`src/inc/sfsw_pkg.sv`:
```
package sfsw_pkg;
    // Opcodes
    localparam logic [7:0] OP_LATCH_SET = 8'h06;
    localparam logic [7:0] OP_LATCH_CLR = 8'h04;
    localparam logic [7:0] OP_VOL_EN = 8'h50;
    localparam logic [7:0] OP_STAT_RD = 8'h05;
    localparam logic [7:0] OP_CFG_RD = 8'h15;
    localparam logic [7:0] OP_STAT_WR = 8'h01;
    localparam logic [7:0] OP_CFG_WR = 8'h11;
    localparam logic [7:0] OP_DUAL_RD = 8'hBB;
    localparam logic [7:0] OP_PAGE_PROG = 8'h02;
    localparam logic [7:0] OP_PAGE_WIPE = 8'h81;
    localparam logic [7:0] OP_4K_WIPE = 8'h20;
    localparam logic [7:0] OP_HALF_WIPE = 8'h52;
    localparam logic [7:0] OP_BLK_WIPE = 8'hD8;
    localparam logic [7:0] OP_CHIP_WIPE_A = 8'h60;
    localparam logic [7:0] OP_CHIP_WIPE_B = 8'hC7;
    // Status and configuration byte layout
    localparam int ST_BUSY = 0;
    localparam int ST_LATCH = 1;
    localparam int ST_BP_LO = 2;
    localparam int ST_BP_HI = 6;
    localparam int ST_LOCK = 7;
    localparam int CFG_DUMMY = 7;
    localparam int BP_W = 5;
    localparam logic [BP_W-1:0] BP_NONE = 5'h00;
    localparam logic [BP_W-1:0] BP_RESET = 5'h00;
    localparam logic LOCK_RESET = 1'b0;
    localparam logic DUMMY_RESET = 1'b0;
    localparam logic [6:0] CFG_RSVD = 7'h00;
    // Serial phase lengths in serial clocks, then the last output count of a byte
    localparam logic [4:0] BYTE_CLK = 5'h08;
    localparam logic [4:0] ADDR_CLK_SINGLE = 5'h18;
    localparam logic [4:0] ADDR_CLK_DUAL = 5'h0C;
    localparam logic [4:0] DUMMY_SHORT = 5'h04;
    localparam logic [4:0] DUMMY_LONG = 5'h08;
    localparam logic [2:0] OUT_LAST_SINGLE = 3'h7;
    localparam logic [2:0] OUT_LAST_DUAL = 3'h3;
    // Pin synchroniser lanes
    localparam int SY_SCLK = 0;
    localparam int SY_CS = 1;
    localparam int SY_L0 = 2;
    localparam int SY_L1 = 3;
    localparam int SY_LOCK = 4;
    localparam int SY_W = 5;
    localparam logic [SY_W-1:0] SY_RESET = 5'h12;
    // Timing
    localparam int CLK_PERIOD_NS = 10;
    typedef enum logic [7:0] {
        S_IDLE = 8'h01,
        S_CMD = 8'h02,
        S_ADDR = 8'h04,
        S_DUMMY = 8'h08,
        S_DOUT = 8'h10,
        S_DIN = 8'h20,
        S_HOLD = 8'h40,
        S_IGNORE = 8'h80
    } sfsw_state_t;
endpackage : sfsw_pkg

```
`src/inc/sfsw_store_if.sv`:
```
`timescale 1ns/1ps
interface sfsw_store_if;
    import sfsw_pkg::*;
    logic wr_nv;
    logic wr_vol;
    logic wr_cfg;
    logic [7:0] wr_data;
    logic busy;
    logic done;
    logic [BP_W-1:0] bp;
    logic lock;
    logic dum;
    modport ctl (output wr_nv, wr_vol, wr_cfg, wr_data, input busy, done, bp, lock, dum);
    modport store (input wr_nv, wr_vol, wr_cfg, wr_data, output busy, done, bp, lock, dum);
endinterface : sfsw_store_if

```
`src/sfsw_top.sv`:
```
`timescale 1ns/1ps
// Notes on behaviour
// - Dual output: lane one odd bits, lane zero even bits, pairs MSB first.
// - Dual address input: odd bits lane one, even lane zero, 23/22 first.
// - Opcode 06 alone in a frame sets the write-enable latch.
// - Opcode 04 alone in a frame clears the write-enable latch.
// - Latch clears at reset, latch clear, register write and array operation end.
// - Opcode 50 keeps the latch; next status write goes to the volatile copy.
// - Opcode 05 shifts out the status byte, accepted even while busy.
// - Status: bit0 busy, bit1 latch, bits2-6 block protect, bit7 lock bit.
// - Busy reads 1 during program, erase or register write, else 0.
// - With the latch clear, status write, program and erase are refused.
// - Block protect bits writable only outside hardware-protected mode.
// - Chip erase runs only when block protect selects no protection.
// - Lock bit 1 with lock pin low locks status; otherwise latch suffices.
// - Opcode 15 shifts out the configuration byte, accepted even while busy.
// - Configuration bit 7 is the dummy-count bit; other bits reserved zero.
// - Dual read BB uses 4 dummy clocks, or 8 with dummy-count bit set.
// - Status write 01 takes one byte; select must rise right after it.
// - Valid non-volatile status write starts a timed cycle, busy meanwhile, latch cleared after.
// - Hardware-protected mode makes the device ignore status writes.
// - Config write 11: one byte, exact framing, timed cycle, latch cleared after.
// - Inputs sampled on rising serial clock, outputs driven on falling, modes 0/3.
// - Unknown opcode: outputs released, clocks ignored until select falls again.
module sfsw_top
    import sfsw_pkg::*;
#(
    parameter int WRITE_TIME_NS = 1000000
) (
    input wire logic ref_clk,
    input wire logic reset,
    input wire logic ce,
    input wire logic sclk,
    input wire logic cs_n,
    input wire logic dual_lane_zero_in,
    input wire logic dual_lane_one_in,
    input wire logic lock_pin_n,
    output logic dual_lane_zero_out,
    output logic dual_lane_zero_oe,
    output logic dual_lane_one_out,
    output logic dual_lane_one_oe,
    input wire logic array_busy,
    input wire logic [7:0] array_rdata,
    output logic array_req,
    output logic [7:0] array_op,
    output logic [23:0] array_addr
);
    localparam int WRITE_CYCLES = (WRITE_TIME_NS + CLK_PERIOD_NS - 1) / CLK_PERIOD_NS;

    sfsw_store_if sif ();

    sfsw_reg_store #(
        .WRITE_CYCLES(WRITE_CYCLES)
    ) u_store (
        .ref_clk(ref_clk),
        .reset(reset),
        .ce(ce),
        .sif(sif)
    );

    // Opcodes that hand an operation to the array
    function automatic logic is_array_op(input logic [7:0] op);
        return op == OP_PAGE_PROG || op == OP_PAGE_WIPE || op == OP_4K_WIPE ||
            op == OP_HALF_WIPE || op == OP_BLK_WIPE || is_chip_op(op);
    endfunction : is_array_op

    function automatic logic is_chip_op(input logic [7:0] op);
        return op == OP_CHIP_WIPE_A || op == OP_CHIP_WIPE_B;
    endfunction : is_chip_op

    // Byte left after emitting its top bit or bit pair
    function automatic logic [7:0] shift_out(input logic [7:0] b, input logic dual);
        return dual ? {b[5:0], 2'b00} : {b[6:0], 1'b0};
    endfunction : shift_out

    logic [SY_W-1:0] sy1_r, sy2_r;
    logic sclk_d_r, cs_d_r;
    sfsw_state_t state_r, state_nxt;
    logic [7:0] opc_r, opc_nxt;
    logic [7:0] sh_r, sh_nxt;
    logic [7:0] osh_r, osh_nxt;
    logic [4:0] cnt_r, cnt_nxt;
    logic [2:0] ocnt_r, ocnt_nxt;
    logic [23:0] addr_r, addr_nxt;
    logic bad_r, bad_nxt;
    logic dual_r, dual_nxt;
    logic l1_r, l1_nxt;
    logic l0_r, l0_nxt;
    logic wel_r, wel_nxt;
    logic vol_r, vol_nxt;
    logic req_r, req_nxt;
    logic abusy_d_r;
    logic sclk_rise, sclk_fall, cs_rise, cs_fall;
    logic d0, d1, busy, hw_lock, exec, stat_ok, cfg_ok;
    logic [7:0] status_byte, cfg_byte, cmd_byte, out_byte;
    logic [2:0] out_last;
    logic [4:0] dummy_len;

    // Two flops per pin; only the second stage is read
    always_ff @(posedge ref_clk) begin
        if (reset) begin
            sy1_r <= SY_RESET;
            sy2_r <= SY_RESET;
            sclk_d_r <= 1'b0;
            cs_d_r <= 1'b1;
            abusy_d_r <= 1'b0;
        end else if (ce) begin
            sy1_r <= {lock_pin_n, dual_lane_one_in, dual_lane_zero_in, cs_n, sclk};
            sy2_r <= sy1_r;
            sclk_d_r <= sy2_r[SY_SCLK];
            cs_d_r <= sy2_r[SY_CS];
            abusy_d_r <= array_busy;
        end
    end

    // Edges of the sampled serial clock and select
    assign sclk_rise = ce && sy2_r[SY_SCLK] && !sclk_d_r;
    assign sclk_fall = ce && !sy2_r[SY_SCLK] && sclk_d_r;
    assign cs_rise = ce && sy2_r[SY_CS] && !cs_d_r;
    assign cs_fall = ce && !sy2_r[SY_CS] && cs_d_r;
    assign d0 = sy2_r[SY_L0];
    assign d1 = sy2_r[SY_L1];
    assign cmd_byte = {sh_r[6:0], d0};

    // Register views and write permission
    assign busy = sif.busy || array_busy;
    assign status_byte = {sif.lock, sif.bp, wel_r, busy};
    assign cfg_byte = {sif.dum, CFG_RSVD};
    assign hw_lock = sif.lock && !sy2_r[SY_LOCK];
    assign stat_ok = wel_r && !busy && !hw_lock;
    assign cfg_ok = wel_r && !busy;
    assign exec = cs_rise && state_r == S_HOLD && !bad_r;
    assign dummy_len = sif.dum ? DUMMY_LONG : DUMMY_SHORT;
    assign out_last = dual_r ? OUT_LAST_DUAL : OUT_LAST_SINGLE;
    assign out_byte = (opc_r == OP_STAT_RD) ? status_byte :
        (opc_r == OP_CFG_RD) ? cfg_byte : array_rdata;

    // Register writes toward the store; volatile only when armed
    assign sif.wr_nv = exec && ((opc_r == OP_STAT_WR && !vol_r && stat_ok) ||
        (opc_r == OP_CFG_WR && cfg_ok));
    assign sif.wr_vol = exec && opc_r == OP_STAT_WR && vol_r && stat_ok;
    assign sif.wr_cfg = (opc_r == OP_CFG_WR);
    assign sif.wr_data = sh_r;

    // Serial sequencer: select edges win over clock edges
    always_comb begin
        state_nxt = state_r;
        opc_nxt = opc_r;
        sh_nxt = sh_r;
        osh_nxt = osh_r;
        cnt_nxt = cnt_r;
        ocnt_nxt = ocnt_r;
        addr_nxt = addr_r;
        bad_nxt = bad_r;
        dual_nxt = dual_r;
        l1_nxt = l1_r;
        l0_nxt = l0_r;
        if (cs_fall) begin
            state_nxt = S_CMD;
            cnt_nxt = '0;
            bad_nxt = 1'b0;
            dual_nxt = 1'b0;
        end else if (cs_rise) begin
            state_nxt = S_IDLE;
        end else if (sclk_rise) begin
            case (state_r)
                S_CMD: begin
                    sh_nxt = cmd_byte;
                    cnt_nxt = cnt_r + 5'h01;
                    if (cnt_r == BYTE_CLK - 5'h01) begin
                        opc_nxt = cmd_byte;
                        cnt_nxt = '0;
                        ocnt_nxt = '0;
                        if (cmd_byte == OP_STAT_RD || cmd_byte == OP_CFG_RD) begin
                            state_nxt = S_DOUT;
                        end else if (cmd_byte == OP_STAT_WR || cmd_byte == OP_CFG_WR) begin
                            state_nxt = S_DIN;
                        end else if (cmd_byte == OP_LATCH_SET || cmd_byte == OP_LATCH_CLR ||
                            cmd_byte == OP_VOL_EN || is_chip_op(cmd_byte)) begin
                            state_nxt = S_HOLD;
                        end else if (cmd_byte == OP_DUAL_RD) begin
                            // Array reads are turned away during a busy cycle
                            state_nxt = busy ? S_IGNORE : S_ADDR;
                            dual_nxt = 1'b1;
                        end else if (is_array_op(cmd_byte)) begin
                            state_nxt = S_ADDR;
                        end else begin
                            state_nxt = S_IGNORE;
                        end
                    end
                end
                S_ADDR: begin
                    cnt_nxt = cnt_r + 5'h01;
                    if (dual_r) begin
                        addr_nxt = {addr_r[21:0], d1, d0};
                        if (cnt_r == ADDR_CLK_DUAL - 5'h01) begin
                            state_nxt = S_DUMMY;
                            cnt_nxt = '0;
                        end
                    end else begin
                        addr_nxt = {addr_r[22:0], d0};
                        if (cnt_r == ADDR_CLK_SINGLE - 5'h01) begin
                            state_nxt = S_HOLD;
                            cnt_nxt = '0;
                        end
                    end
                end
                S_DUMMY: begin
                    cnt_nxt = cnt_r + 5'h01;
                    if (cnt_r == dummy_len - 5'h01) begin
                        state_nxt = S_DOUT;
                    end
                end
                S_DIN: begin
                    sh_nxt = cmd_byte;
                    cnt_nxt = cnt_r + 5'h01;
                    if (cnt_r == BYTE_CLK - 5'h01) begin
                        state_nxt = S_HOLD;
                        cnt_nxt = '0;
                    end
                end
                S_HOLD: begin
                    // Program data may follow in whole bytes; any other clock spoils it
                    if (opc_r == OP_PAGE_PROG) begin
                        cnt_nxt = (cnt_r == BYTE_CLK - 5'h01) ? 5'h00 : cnt_r + 5'h01;
                        bad_nxt = (cnt_nxt != 5'h00);
                    end else begin
                        bad_nxt = 1'b1;
                    end
                end
                default: begin
                end
            endcase
        end else if (sclk_fall && state_r == S_DOUT) begin
            // Fetch a fresh byte at each boundary, then shift MSB first
            if (ocnt_r == '0) begin
                l1_nxt = out_byte[7];
                l0_nxt = out_byte[6];
                osh_nxt = shift_out(out_byte, dual_r);
                if (opc_r == OP_DUAL_RD) begin
                    addr_nxt = addr_r + 24'h000001;
                end
            end else begin
                l1_nxt = osh_r[7];
                l0_nxt = osh_r[6];
                osh_nxt = shift_out(osh_r, dual_r);
            end
            ocnt_nxt = (ocnt_r == out_last) ? 3'h0 : ocnt_r + 3'h1;
        end
    end

    // Latch, volatile arm and array request; a set wins over a clear
    always_comb begin
        wel_nxt = wel_r;
        vol_nxt = vol_r;
        req_nxt = 1'b0;
        if (sif.done || sif.wr_vol || (abusy_d_r && !array_busy)) begin
            wel_nxt = 1'b0;
        end
        if (exec && opc_r == OP_LATCH_CLR) begin
            wel_nxt = 1'b0;
        end
        if (exec && opc_r == OP_LATCH_SET) begin
            wel_nxt = 1'b1;
        end
        if (exec && opc_r == OP_VOL_EN) begin
            vol_nxt = 1'b1;
        end
        if (exec && opc_r == OP_STAT_WR) begin
            vol_nxt = 1'b0;
        end
        if (exec && is_array_op(opc_r) && wel_r && !busy) begin
            req_nxt = !(is_chip_op(opc_r) && sif.bp != BP_NONE);
        end
    end

    always_ff @(posedge ref_clk) begin
        if (reset) begin
            state_r <= S_IDLE;
            opc_r <= 8'h00;
            sh_r <= 8'h00;
            osh_r <= 8'h00;
            cnt_r <= 5'h00;
            ocnt_r <= 3'h0;
            addr_r <= 24'h000000;
            bad_r <= 1'b0;
            dual_r <= 1'b0;
            l1_r <= 1'b0;
            l0_r <= 1'b0;
            wel_r <= 1'b0;
            vol_r <= 1'b0;
            req_r <= 1'b0;
        end else if (ce) begin
            state_r <= state_nxt;
            opc_r <= opc_nxt;
            sh_r <= sh_nxt;
            osh_r <= osh_nxt;
            cnt_r <= cnt_nxt;
            ocnt_r <= ocnt_nxt;
            addr_r <= addr_nxt;
            bad_r <= bad_nxt;
            dual_r <= dual_nxt;
            l1_r <= l1_nxt;
            l0_r <= l0_nxt;
            wel_r <= wel_nxt;
            vol_r <= vol_nxt;
            req_r <= req_nxt;
        end
    end

    // Pins released outside data-out, including after a bad opcode
    assign dual_lane_one_out = l1_r;
    assign dual_lane_zero_out = l0_r;
    assign dual_lane_one_oe = (state_r == S_DOUT);
    assign dual_lane_zero_oe = (state_r == S_DOUT) && dual_r;
    assign array_req = req_r;
    assign array_op = opc_r;
    assign array_addr = addr_r;
endmodule : sfsw_top

```
`src/sfsw_reg_store.sv`:
```
`timescale 1ns/1ps
module sfsw_reg_store
    import sfsw_pkg::*;
#(
    parameter int WRITE_CYCLES = 100000
) (
    input wire logic ref_clk,
    input wire logic reset,
    input wire logic ce,
    sfsw_store_if.store sif
);
    localparam int CW = $clog2(WRITE_CYCLES + 1);
    localparam logic [CW-1:0] LOAD = CW'(WRITE_CYCLES);
    localparam logic [CW-1:0] ONE = CW'(1);
    logic [CW-1:0] cnt_r, cnt_nxt;
    logic [BP_W-1:0] bp_r, bp_nxt;
    logic lock_r, lock_nxt;
    logic dum_r, dum_nxt;
    logic done_r, done_nxt;
    logic cfg_r, cfg_nxt;
    logic [7:0] data_r, data_nxt;

    // Self-timed cycle; new bits apply only when it ends
    always_comb begin
        cnt_nxt = cnt_r;
        bp_nxt = bp_r;
        lock_nxt = lock_r;
        dum_nxt = dum_r;
        cfg_nxt = cfg_r;
        data_nxt = data_r;
        done_nxt = 1'b0;
        if (cnt_r != '0) begin
            cnt_nxt = cnt_r - ONE;
            if (cnt_r == ONE) begin
                done_nxt = 1'b1;
                if (cfg_r) begin
                    dum_nxt = data_r[CFG_DUMMY];
                end else begin
                    bp_nxt = data_r[ST_BP_HI:ST_BP_LO];
                    lock_nxt = data_r[ST_LOCK];
                end
            end
        end else if (sif.wr_nv) begin
            cnt_nxt = LOAD;
            cfg_nxt = sif.wr_cfg;
            data_nxt = sif.wr_data;
        end else if (sif.wr_vol) begin
            // Volatile copy changes at once, no timed cycle
            bp_nxt = sif.wr_data[ST_BP_HI:ST_BP_LO];
            lock_nxt = sif.wr_data[ST_LOCK];
        end
    end

    always_ff @(posedge ref_clk) begin
        if (reset) begin
            cnt_r <= '0;
            bp_r <= BP_RESET;
            lock_r <= LOCK_RESET;
            dum_r <= DUMMY_RESET;
            cfg_r <= 1'b0;
            data_r <= 8'h00;
            done_r <= 1'b0;
        end else if (ce) begin
            cnt_r <= cnt_nxt;
            bp_r <= bp_nxt;
            lock_r <= lock_nxt;
            dum_r <= dum_nxt;
            cfg_r <= cfg_nxt;
            data_r <= data_nxt;
            done_r <= done_nxt;
        end
    end

    assign sif.busy = (cnt_r != '0);
    assign sif.done = done_r;
    assign sif.bp = bp_r;
    assign sif.lock = lock_r;
    assign sif.dum = dum_r;
endmodule : sfsw_reg_store

```
`config.mk`:
```
export PLATFORM = sky130hd
export DESIGN_NAME = sfsw_top
export DESIGN_NICKNAME = d
export VERILOG_FILES = /design/src/inc/sfsw_pkg.sv /design/src/inc/sfsw_store_if.sv /design/src/sfsw_top.sv /design/src/sfsw_reg_store.sv
export SDC_FILE = /design/constraint.sdc
export NUM_CORES = 1
export LEC_CHECK = 0
export BUFFER_PORTS_ARGS = -buffer_cell sky130_fd_sc_hd__buf_2
export CORE_ASPECT_RATIO = 1.25
export CORE_UTILIZATION = 60
export DETAILED_ROUTE_END_ITERATION = 10
export PLACE_DENSITY = 0.8
export SLEW_MARGIN = 20
export SYNTH_ARGS = -nofsm -noshare
export SYNTH_HDL_FRONTEND = slang
export SYNTH_SLANG_ARGS = --single-unit
```
`constraint.sdc`:
```
create_clock -name ref_clk -period 3.8 [get_ports ref_clk]
set_clock_uncertainty 0.15 [all_clocks]
set_input_delay 0.76 -clock ref_clk [delete_from_list [all_inputs] [get_ports ref_clk]]
set_output_delay 0.76 -clock ref_clk [all_outputs]
set_load 0.05 [all_outputs]
```
Word-level counts from Yosys, hierarchy flattened --
Cells that the tools add are included.
Cells by class: add/sub/neg operators 5, eq/ne operators 58, mux-type cells 79, bitwise logic cells 4, reductions and logical operators 97
Operators with widths (number):
- $mux 8 | 20
- $mux 24 | 6
- $mux 5 | 13
- $eq 8x8->1 const B | 8
- $eq 8x3->1 const B | 7
- $eq 8x7->1 const B | 7
- $eq 8x5->1 const B | 5
- $mux 17 | 2
- $pmux 8 s4 | 1
- $logic_and 1x1->1 | 30
- $mux 1 | 29
- $add 24x1->24 const B | 1
- $eq 8x2->1 const B | 3
- $eq 8x6->1 const B | 3
- $reduce_bool 2->1 | 11
- $logic_or 1x1->1 | 21
- $pmux 5 s4 | 1
- $reduce_and 5->1 | 4
- $mux 3 | 6
- $eq 17x1->1 const B | 1
- $reduce_bool 17->1 | 1
- $sub 17x1->17 const B | 1
- $eq 8x1->1 const B | 2
- $reduce_bool 5->1 | 3
- other kinds (28) | 57
Word-level totals: bits in registers 118

Depth between registers and ports, before layout --
Gate-level depths: netlist (run 1).
word-level depth 16, mapped depth 10

By module --
From an unflattened synthesis (run 1), not the netlist that was laid out.
Second synthesis, totals: cell total of the unflattened synthesis 865, area total of the unflattened synthesis 7000.5 um^2
By module, submodules not included:
- sfsw_top | times used 1, cells each 682, area each 5403.9 um^2
- sfsw_reg_store | times used 1, cells each 183, area each 1596.5 um^2

Worst setup path after synthesis (run 1) --
OpenSTA, ideal clock, no wires.
path kind reg-to-reg, from register opc_r[0], in the netlist array_op[0], to register u_store.bp_r[2], in the netlist u_store.sif.bp[2], setup time 88 ps, arrival time 2521 ps, required time 3562 ps, path slack 1041 ps, cell stages (with the launch flop) 9, path buffers 2, period minus slack after synthesis 2759 ps, cell sequence dfxtp_1 > buf_4 > nor3b_1 > nand3_1 > or4_1 > a211oi_2 > buf_6 > nor2_1 > a311oi_2
Between the ends: cells in the longest elaborated chain, start to end 7
RTL lines:
- from (decl) | RTL line sfsw_top.sv:79 | logic [7:0] opc_r, opc_nxt;
- from (signal assigned) | RTL line sfsw_top.sv:295 | opc_r <= opc_nxt;
- $eq 8x1->1 | RTL line sfsw_top.sv:139, sfsw_top.sv:141
- $logic_and 1x1->1 (2 in a row) | RTL line sfsw_top.sv:139 | assign sif.wr_nv = exec && ((opc_r == OP_STAT_WR && !vol_r && stat_ok) ||
- $logic_or 1x1->1 | RTL line sfsw_top.sv:139
- $logic_and 1x1->1 | RTL line sfsw_top.sv:139
- $ne 2x1->1 (no line)
- $reduce_and 5->1 (no line) *
- to (signal assigned) | RTL line sfsw_reg_store.sv:65 | bp_r <= bp_nxt;
- to (decl) | RTL line sfsw_reg_store.sv:16 | logic [BP_W-1:0] bp_r, bp_nxt;
Mark *: on every way between the ends. The rest lies on a longest branch, timed or not. A chain may end at the register's enable or synchronous reset.

Worst setup path after layout (run 1) --
from register ocnt_r[0], to register addr_r[10], in the netlist array_addr[10]
Between the ends: cells in the longest elaborated chain, start to end 3
RTL lines:
- from (decl) | RTL line sfsw_top.sv:83 | logic [2:0] ocnt_r, ocnt_nxt;
- from (signal assigned) | RTL line sfsw_top.sv:299 | ocnt_r <= ocnt_nxt;
- $logic_not 3->1 | RTL line sfsw_top.sv:236 | if (ocnt_r == '0) begin
- $reduce_bool 2->1 (no line)
- $reduce_and 7->1 (no line)
- to (signal assigned) | RTL line sfsw_top.sv:300 | addr_r <= addr_nxt;
- to (decl) | RTL line sfsw_top.sv:84 | logic [23:0] addr_r, addr_nxt;
No other way between the ends.

==> reports/metrics.cfg, run 1 <==
[cts]
cts_max_level = 4
cts_root_buf = clkbuf_16
clk_pin_slew_ps = 50
cts_resized = 0
clock-sinks = 115
cts_hold_buf = 0
post_cts_buffers = 0
cts_tree = built
clk_latency_ps = 410
clk_path_buf_depth = 2
cts_made_buffers = 17

[cells_and_area]
nFillCells = 841
area_delta_synth_final_pct = 13.65
final_cell_mix = dfxtp_1 (115), nand2_1 (109), nor2_1 (90)
antennaDiodeCount = 0
num-nets-final = 924
final_common_cell = dfxtp_1
multi_input_area_mm2 = 0.004089
layout-drive-gt1-share = 0.1327
final_util = 0.7128
seqCellArea_mm2 = 0.002302

[synthesis]
yosysSeqAreaShare = 0.3407
synthFlopType = dfxtp_1
syn_nets = 904
ys_ff_latch = 115
syn_area_mm2 = 0.006756
synth_cell_type_count = 75
async_flop_share = 0
synthCells = 880
synth_area_per_cell_um2 = 7.678
ys.warnings.count = 0
synth-edff-count = 0

[grt]
antenna_found_initial = 0
grt_max_degree = 52
grt_pass1_wl_mm = 30.24
track_usage = 0.3145
grt_remaining_overflow = 0
grt_pass1_vias = 6486

[critical_path]
crit_path_start_kind = flip-flop
cp_max_fo = 26
r2r_end = array_addr[10]$_SDFFE_PP0P_
cp_slowest_cell = nor4_1
cp-end-kind = flip-flop
timing.rr.start = ocnt_r[0]$_SDFFE_PP0P_
crit_end = array_addr[10]$_SDFFE_PP0P_
path_cells = inv_1 > ha_1 > nand2b_1 > nor4_1 > a32o_1 > nand2_1 > a211o_1 > a21oi_1
critPathKind = flip-flop to flip-flop
required_ps = 3980
r2r_setup_slack_ps = 850
cpPeakStageDelay_ps = 530
crit_arrival_ps = 3130
r2r_cells = 8
cp-startpoint = ocnt_r[0]$_SDFFE_PP0P_

[outcome]
status = finished, final reports clean

[sta]
hold_viol = 0
rsz0062_at_grt = false
setup_ws_ps = 851.2
relSlewSlack = 0.4183
setup_viol = 0
fin_crit_sh = 0.7760
finalCriticalPeriod_ps = 2949
holdWs_ps = 334.1
tightest_slew_ps = 870.5
max_freq_ghz = 0.3391
setup-tns-final_ps = 0
finalMaxSlewViolations = 0

[placement]
port-buffer-count = 53
globalplace.congestion = 0.9084
post-place-ws_ps = 645.0
dp_hpwl_mm = 12.40

[route]
firstDrtPassIters = 7
via_per_inst = 6.482
final_antenna_net_count = 0
finalWirelength_mm = 18.36
num_vias = 6767
drt_iter0_markers = 524
wire_per_inst_um = 17.58
drc_errors = 0

[power]
switching_share = 0.2009
fin_total_pwr_w = 0.003129
pwr-share-clk = 0.573
p_comb_frac = 0.034
p_int_w = 0.002500
p_sw_w = 0.0006286
ir_worst_vdd_mv = 0.3900
pwr_density_cell_mw_per_mm2 = 407.5
p_seq_frac = 0.393
p_leak_nw = 2.870

[floorplan]
die_h_um = 120.6
core-area_mm2 = 0.01077
start_util = 0.6272
dieWidth_um = 96.92
ios = 54
design.die.area_mm2 = 0.01169
num_rows = 42

[flow_run]
max-cap-violations = 0

[min_path]
hold_path.class = flip-flop to flip-flop
whs_path_depth = 2

power groups by stage:
| stage | clock [W] | sequential, W | combinational [W] |
|---|---|---|---|
| finish | 0.00179 | 0.00123 | 0.000106 |
| global route | 0.00186 | 0.00123 | 0.000114 |
| CTS | 0.00181 | 0.00123 | 0.000104 |
| detailed placement | 0 | 0.00125 | 0.000103 |
| global placement | 0 | 0.00125 | 0.0000992 |
| floorplan | 0 | 0.00125 | 0.0000751 |
synth_stat cells (8+ instances only):
library cell  count  share of area
dfxtp_1         115           0.34
nand2_1         109          0.061
nor2_1           90          0.050
a21oi_1          75          0.056
o21ai_0          61          0.045
clkbuf_1         55          0.031
mux2i_1          44          0.065
nor3_1           34          0.025
nand3_1          32          0.024
inv_1            18          0.010
xnor2_1          17          0.022
nor4_1           13          0.012
a31oi_1          11          0.010
and2_1           11          0.010
or4_1            11          0.012
o22ai_1          10         0.0093
nand2b_1          9         0.0083
nand4_1           9         0.0083
nor2b_1           9         0.0083
xor2_1            8          0.010
registers in the layout, indices dropped and copies added, names as in the netlist, 3 cells and up:
register	count
sh_r	8
u_store.data_r	6
array_addr	24
sy2_r	5
state_r	8
u_store.sif.bp	5
ocnt_r	3
cnt_r	5
osh_r	7
sy1_r	5
array_op	8
u_store.cnt_r	17
worst min-delay path by stage:
| stage | start | end | slack [ps] |
|---|---|---|---|
| final | osh_r[1]$_SDFFE_PP0P_ | osh_r[1]$_SDFFE_PP0P_ | 330 |
| after global routing | u_store.cfg_r$_SDFFE_PP0P_ | u_store.cfg_r$_SDFFE_PP0P_ | 350 |
| after CTS | u_store.cfg_r$_SDFFE_PP0P_ | u_store.cfg_r$_SDFFE_PP0P_ | 330 |
| after detailed placement | osh_r[1]$_SDFFE_PP0P_ | osh_r[1]$_SDFFE_PP0P_ | 330 |
| after global placement | u_store.cfg_r$_SDFFE_PP0P_ | u_store.cfg_r$_SDFFE_PP0P_ | 300 |
| after floorplan | u_store.cfg_r$_SDFFE_PP0P_ | u_store.cfg_r$_SDFFE_PP0P_ | 290 |
kinds of logic after synthesis:
family,count (synthesis),share of synthesized area
mux,44,0.06518
fa+ha+maj,8,0.01444
buf+inv,86,0.05407
compound gates,213,0.1948
simple gates,389,0.2983
xor+xnor,25,0.03241
flops,115,0.3407
routing by layer:
layer  wire, um  share of wire  track usage  up-vias
met2       9270           0.51       0.5423      314
met1       7466           0.41       0.3760     3181
met4        556          0.030       0.1595        0
li1           -              -            -     3220
met3       1062          0.058      0.05376       52
met5          0              0            0        -
cell type report:
type                       instances  share of cell area
clock buffer                      23             0.06485
clock inverter                     8             0.02232
inverter                          18            0.008799
multi-input combinational        679              0.5325
sequential                       115              0.2998
tap                              132             0.02151
timing repair buffer              69             0.05019
worst max-delay path: cells and delay by family, from the launching register on:
family	cells	cell delay, ps
simple gates	3	1370
compound gates	3	800
flops	1	320
fa+ha+maj	1	150
buf+inv	1	80
metrics by stage:
stage | std cells | instance area [um^2]
2_1_floorplan | 880 | 6756
3_3_place_gp | 1013 | 7009
3_5_place_dp | 1013 | 7009
4_1_cts | 1044 | 7679
5_1_grt | 1044 | 7679
6_report | 1044 | 7679
(Power assumes the default switching activity.)
==> inputs of run 2 (changes only) <==
--- a/config.mk
+++ b/config.mk
@@ -7,9 +7,9 @@
 export LEC_CHECK = 0
 export BUFFER_PORTS_ARGS = -buffer_cell sky130_fd_sc_hd__buf_2
 export CORE_ASPECT_RATIO = 1.25
-export CORE_UTILIZATION = 60
+export CORE_UTILIZATION = 55
 export DETAILED_ROUTE_END_ITERATION = 10
-export PLACE_DENSITY = 0.8
+export PLACE_DENSITY = 0.77
 export SLEW_MARGIN = 20
 export SYNTH_ARGS = -nofsm -noshare
 export SYNTH_HDL_FRONTEND = slang
==> constraint.sdc (replaced) <==
create_clock -name ref_clk -period 2.7 [get_ports ref_clk]
set_clock_uncertainty 0.15 [all_clocks]
set_input_delay 0.54 -clock ref_clk [delete_from_list [all_inputs] [get_ports ref_clk]]
set_output_delay 0.54 -clock ref_clk [all_outputs]
set_load 0.05 [all_outputs]
==> reports/metrics.cfg, run 2 (synthesis results as in run 1) <==
[sta]
relSlewSlack = 0.2646  ; -0.1537
hold_viol = 0  ; unchanged
tightest_slew_ps = 1086  ; +215.5 ps
holdWs_ps = 198.1  ; -135.9 ps
setup-tns-final_ps = 0  ; unchanged
fin_crit_sh = 0.9460
finalMaxSlewViolations = 0  ; unchanged
finalCriticalPeriod_ps = 2554
setup_viol = 0  ; unchanged
setup_ws_ps = 145.7  ; -705.5 ps
rsz0062_at_grt = false
max_freq_ghz = 0.3915

[cells_and_area]
final_common_cell = dfxtp_1
final_cell_mix = dfxtp_1 (113), nand2_1 (109), nor2_1 (90)
antennaDiodeCount = 0  ; unchanged
layout-drive-gt1-share = 0.1640  ; +0.03135
nFillCells = 1059  ; +26%
area_delta_synth_final_pct = 16.39
num-nets-final = 956  ; +3.5%
layoutNonFillerInstCount = 1106  ; +5.9%
largest_register_ff_count = 24  ; unchanged

[route]
num_vias = 6747  ; -0.30%
final_antenna_net_count = 0  ; unchanged
firstDrtPassIters = 9  ; +2
wire_per_inst_um = 16.44  ; -6.5%
via_per_inst = 6.100  ; -5.9%
drt_iter0_markers = 571  ; +9.0%
finalWirelength_mm = 18.19  ; -0.91%
drc_errors = 0  ; unchanged

[placement]
globalplace.congestion = 0.9132  ; +0.53%
port-buffer-count = 53  ; unchanged
dp_hpwl_mm = 12.62  ; +1.8%
post-place-ws_ps = 93.24  ; -551.8 ps
dp_cells = 1074  ; +6.0%

[grt]
grt_max_degree = 36  ; -31%
grt_pass1_vias = 6289  ; -3.0%
grt_remaining_overflow = 0  ; unchanged
track_usage = 0.2941  ; -0.02041
grt_pass1_wl_mm = 29.97  ; -0.89%
antenna_found_initial = 0  ; unchanged

[power]
p_sw_w = 0.0009055  ; +44%
p_seq_frac = 0.433  ; +0.040
switching_share = 0.2273  ; +0.02640
p_int_w = 0.003078  ; +23%
p_comb_frac = 0.042  ; +0.008
pwr_density_cell_mw_per_mm2 = 506.6  ; +24%
pwr-share-clk = 0.525  ; -0.048
ir_worst_vdd_mv = 0.3410  ; -13%
p_leak_nw = 2.976  ; +3.7%

[min_path]
hold_path.class = input port to flip-flop
hold_end = sy1_r[4]$_SDFFE_PP1P_
min-delay-start = lock_pin_n
whs_path_depth = 3  ; +1

[outcome]
status = finished, final reports clean

[floorplan]
num_rows = 44  ; +4.8%
die_h_um = 125.9  ; +4.4%
core-area_mm2 = 0.01178  ; +9.4%
dieWidth_um = 101.1  ; +4.4%
design.die.area_mm2 = 0.01273  ; +8.9%
start_util = 0.5735  ; -0.05369
ios = 54  ; unchanged

[cts]
clock-sinks = 115  ; unchanged
cts_max_level = 4  ; unchanged
cts_hold_buf = 0  ; unchanged
clk_pin_slew_ps = 50  ; about the same
cts_made_buffers = 17  ; unchanged
clk_latency_ps = 410  ; about the same
cts_tree = built
clk_path_buf_depth = 2  ; unchanged
cts_root_buf = clkbuf_16

[critical_path]
cp_max_fo = 4  ; -85%
critPathKind = flip-flop to output pin
r2r_end = cnt_r[4]$_SDFFE_PP0P_
r2r_setup_slack_ps = 170  ; -680 ps
crit_arrival_ps = 1860  ; -1270 ps
crit_path_start_kind = flip-flop
cp-end-kind = output pin
required_ps = 2010  ; -1970 ps
timing.rr.start = state_r[7]$_SDFFE_PP0P_
r2r_cells = 7  ; -1

[flow_run]
max-cap-violations = 0  ; unchanged

-- run 2: changes by cell type in the layout (fill, tap and decap cells not counted), sizes merged --
cell and delta:
buf +32, clkinv +3, clkinvlp +2, bufinv -4
-- run 2: what timing repair did --
action	CTS	global route
endpoints found under the setup margin	0	2
resized for setup	0	2
buffers inserted	0	0
-- run 2: worst max-delay path by stage --
| stage | start | end | slack [ps] | cells past startpoint |
|---|---|---|---|---|
| floorplan | array_addr[1]$_SDFFE_PP0P_ | array_addr[22]$_SDFFE_PP0P_ | 10 | 7 |
| global placement | state_r[7]$_SDFFE_PP0P_ | ocnt_r[2]$_SDFFE_PP0P_ | 110 | 6 |
| detailed placement | ce | u_store.sif.bp[0]$_SDFFE_PP0P_ | 90 | 8 |
| CTS | state_r[7]$_SDFFE_PP0P_ | ocnt_r[2]$_SDFFE_PP0P_ | 70 | 6 |
| global route | state_r[3]$_SDFFE_PP0P_ | cnt_r[4]$_SDFFE_PP0P_ | 9 | 6 |
| finish | state_r[7]$_SDFFE_PP0P_ | dual_lane_zero_oe | 150 | 5 |
-- run 2: worst max-delay path, stage by stage, from the launching register on --
cell and delay (ps):
dfxtp_1 320, nor4_2 310, buf_4 190, and3_1 240, and2_1 140, buf_2 250
-- run 2: cell type report --
type                            count  area (um^2)  share of cell area
Multi-Input combinational cell    679         4100              0.5214
Timing Repair Buffer              101        640.6             0.08146
Tap cell                          161        201.4             0.02562
Inverter                           18        67.56            0.008592
Sequential cell                   115         2305              0.2931
Clock buffer                       23        467.9             0.05951
Clock inverter                      9        81.33             0.01034
-- run 2: per-layer routing --
metal	part of all wire	vias to the layer above	global-route usage
met5	0	-	0
met4	0.037	0	0.1543
met3	0.056	61	0.06049
met2	0.50	235	0.5014
met1	0.41	3166	0.3426
li1	-	3285	-
-- run 2: per-stage QoR --
| step | util | total power, W | cell area, um^2 |
|---|---|---|---|
| after floorplan | - | 0.001863 | 6759 |
| after global placement | 0.6199 | 0.001921 | 7303 |
| after detailed placement | 0.6199 | 0.001922 | 7303 |
| after CTS | 0.6665 | 0.003998 | 7853 |
| after global routing | 0.6675 | 0.004104 | 7864 |
| final | 0.6675 | 0.003984 | 7864 |
-- run 2: power groups by stage --
stage          sequential, W  clock [W]  combinational, W
2_1_floorplan        0.00176          0          0.000106
3_3_place_gp         0.00176          0          0.000162
3_5_place_dp         0.00176          0          0.000163
4_1_cts              0.00172    0.00211          0.000166
5_1_grt              0.00172    0.00220          0.000183
6_report             0.00172    0.00209          0.000169
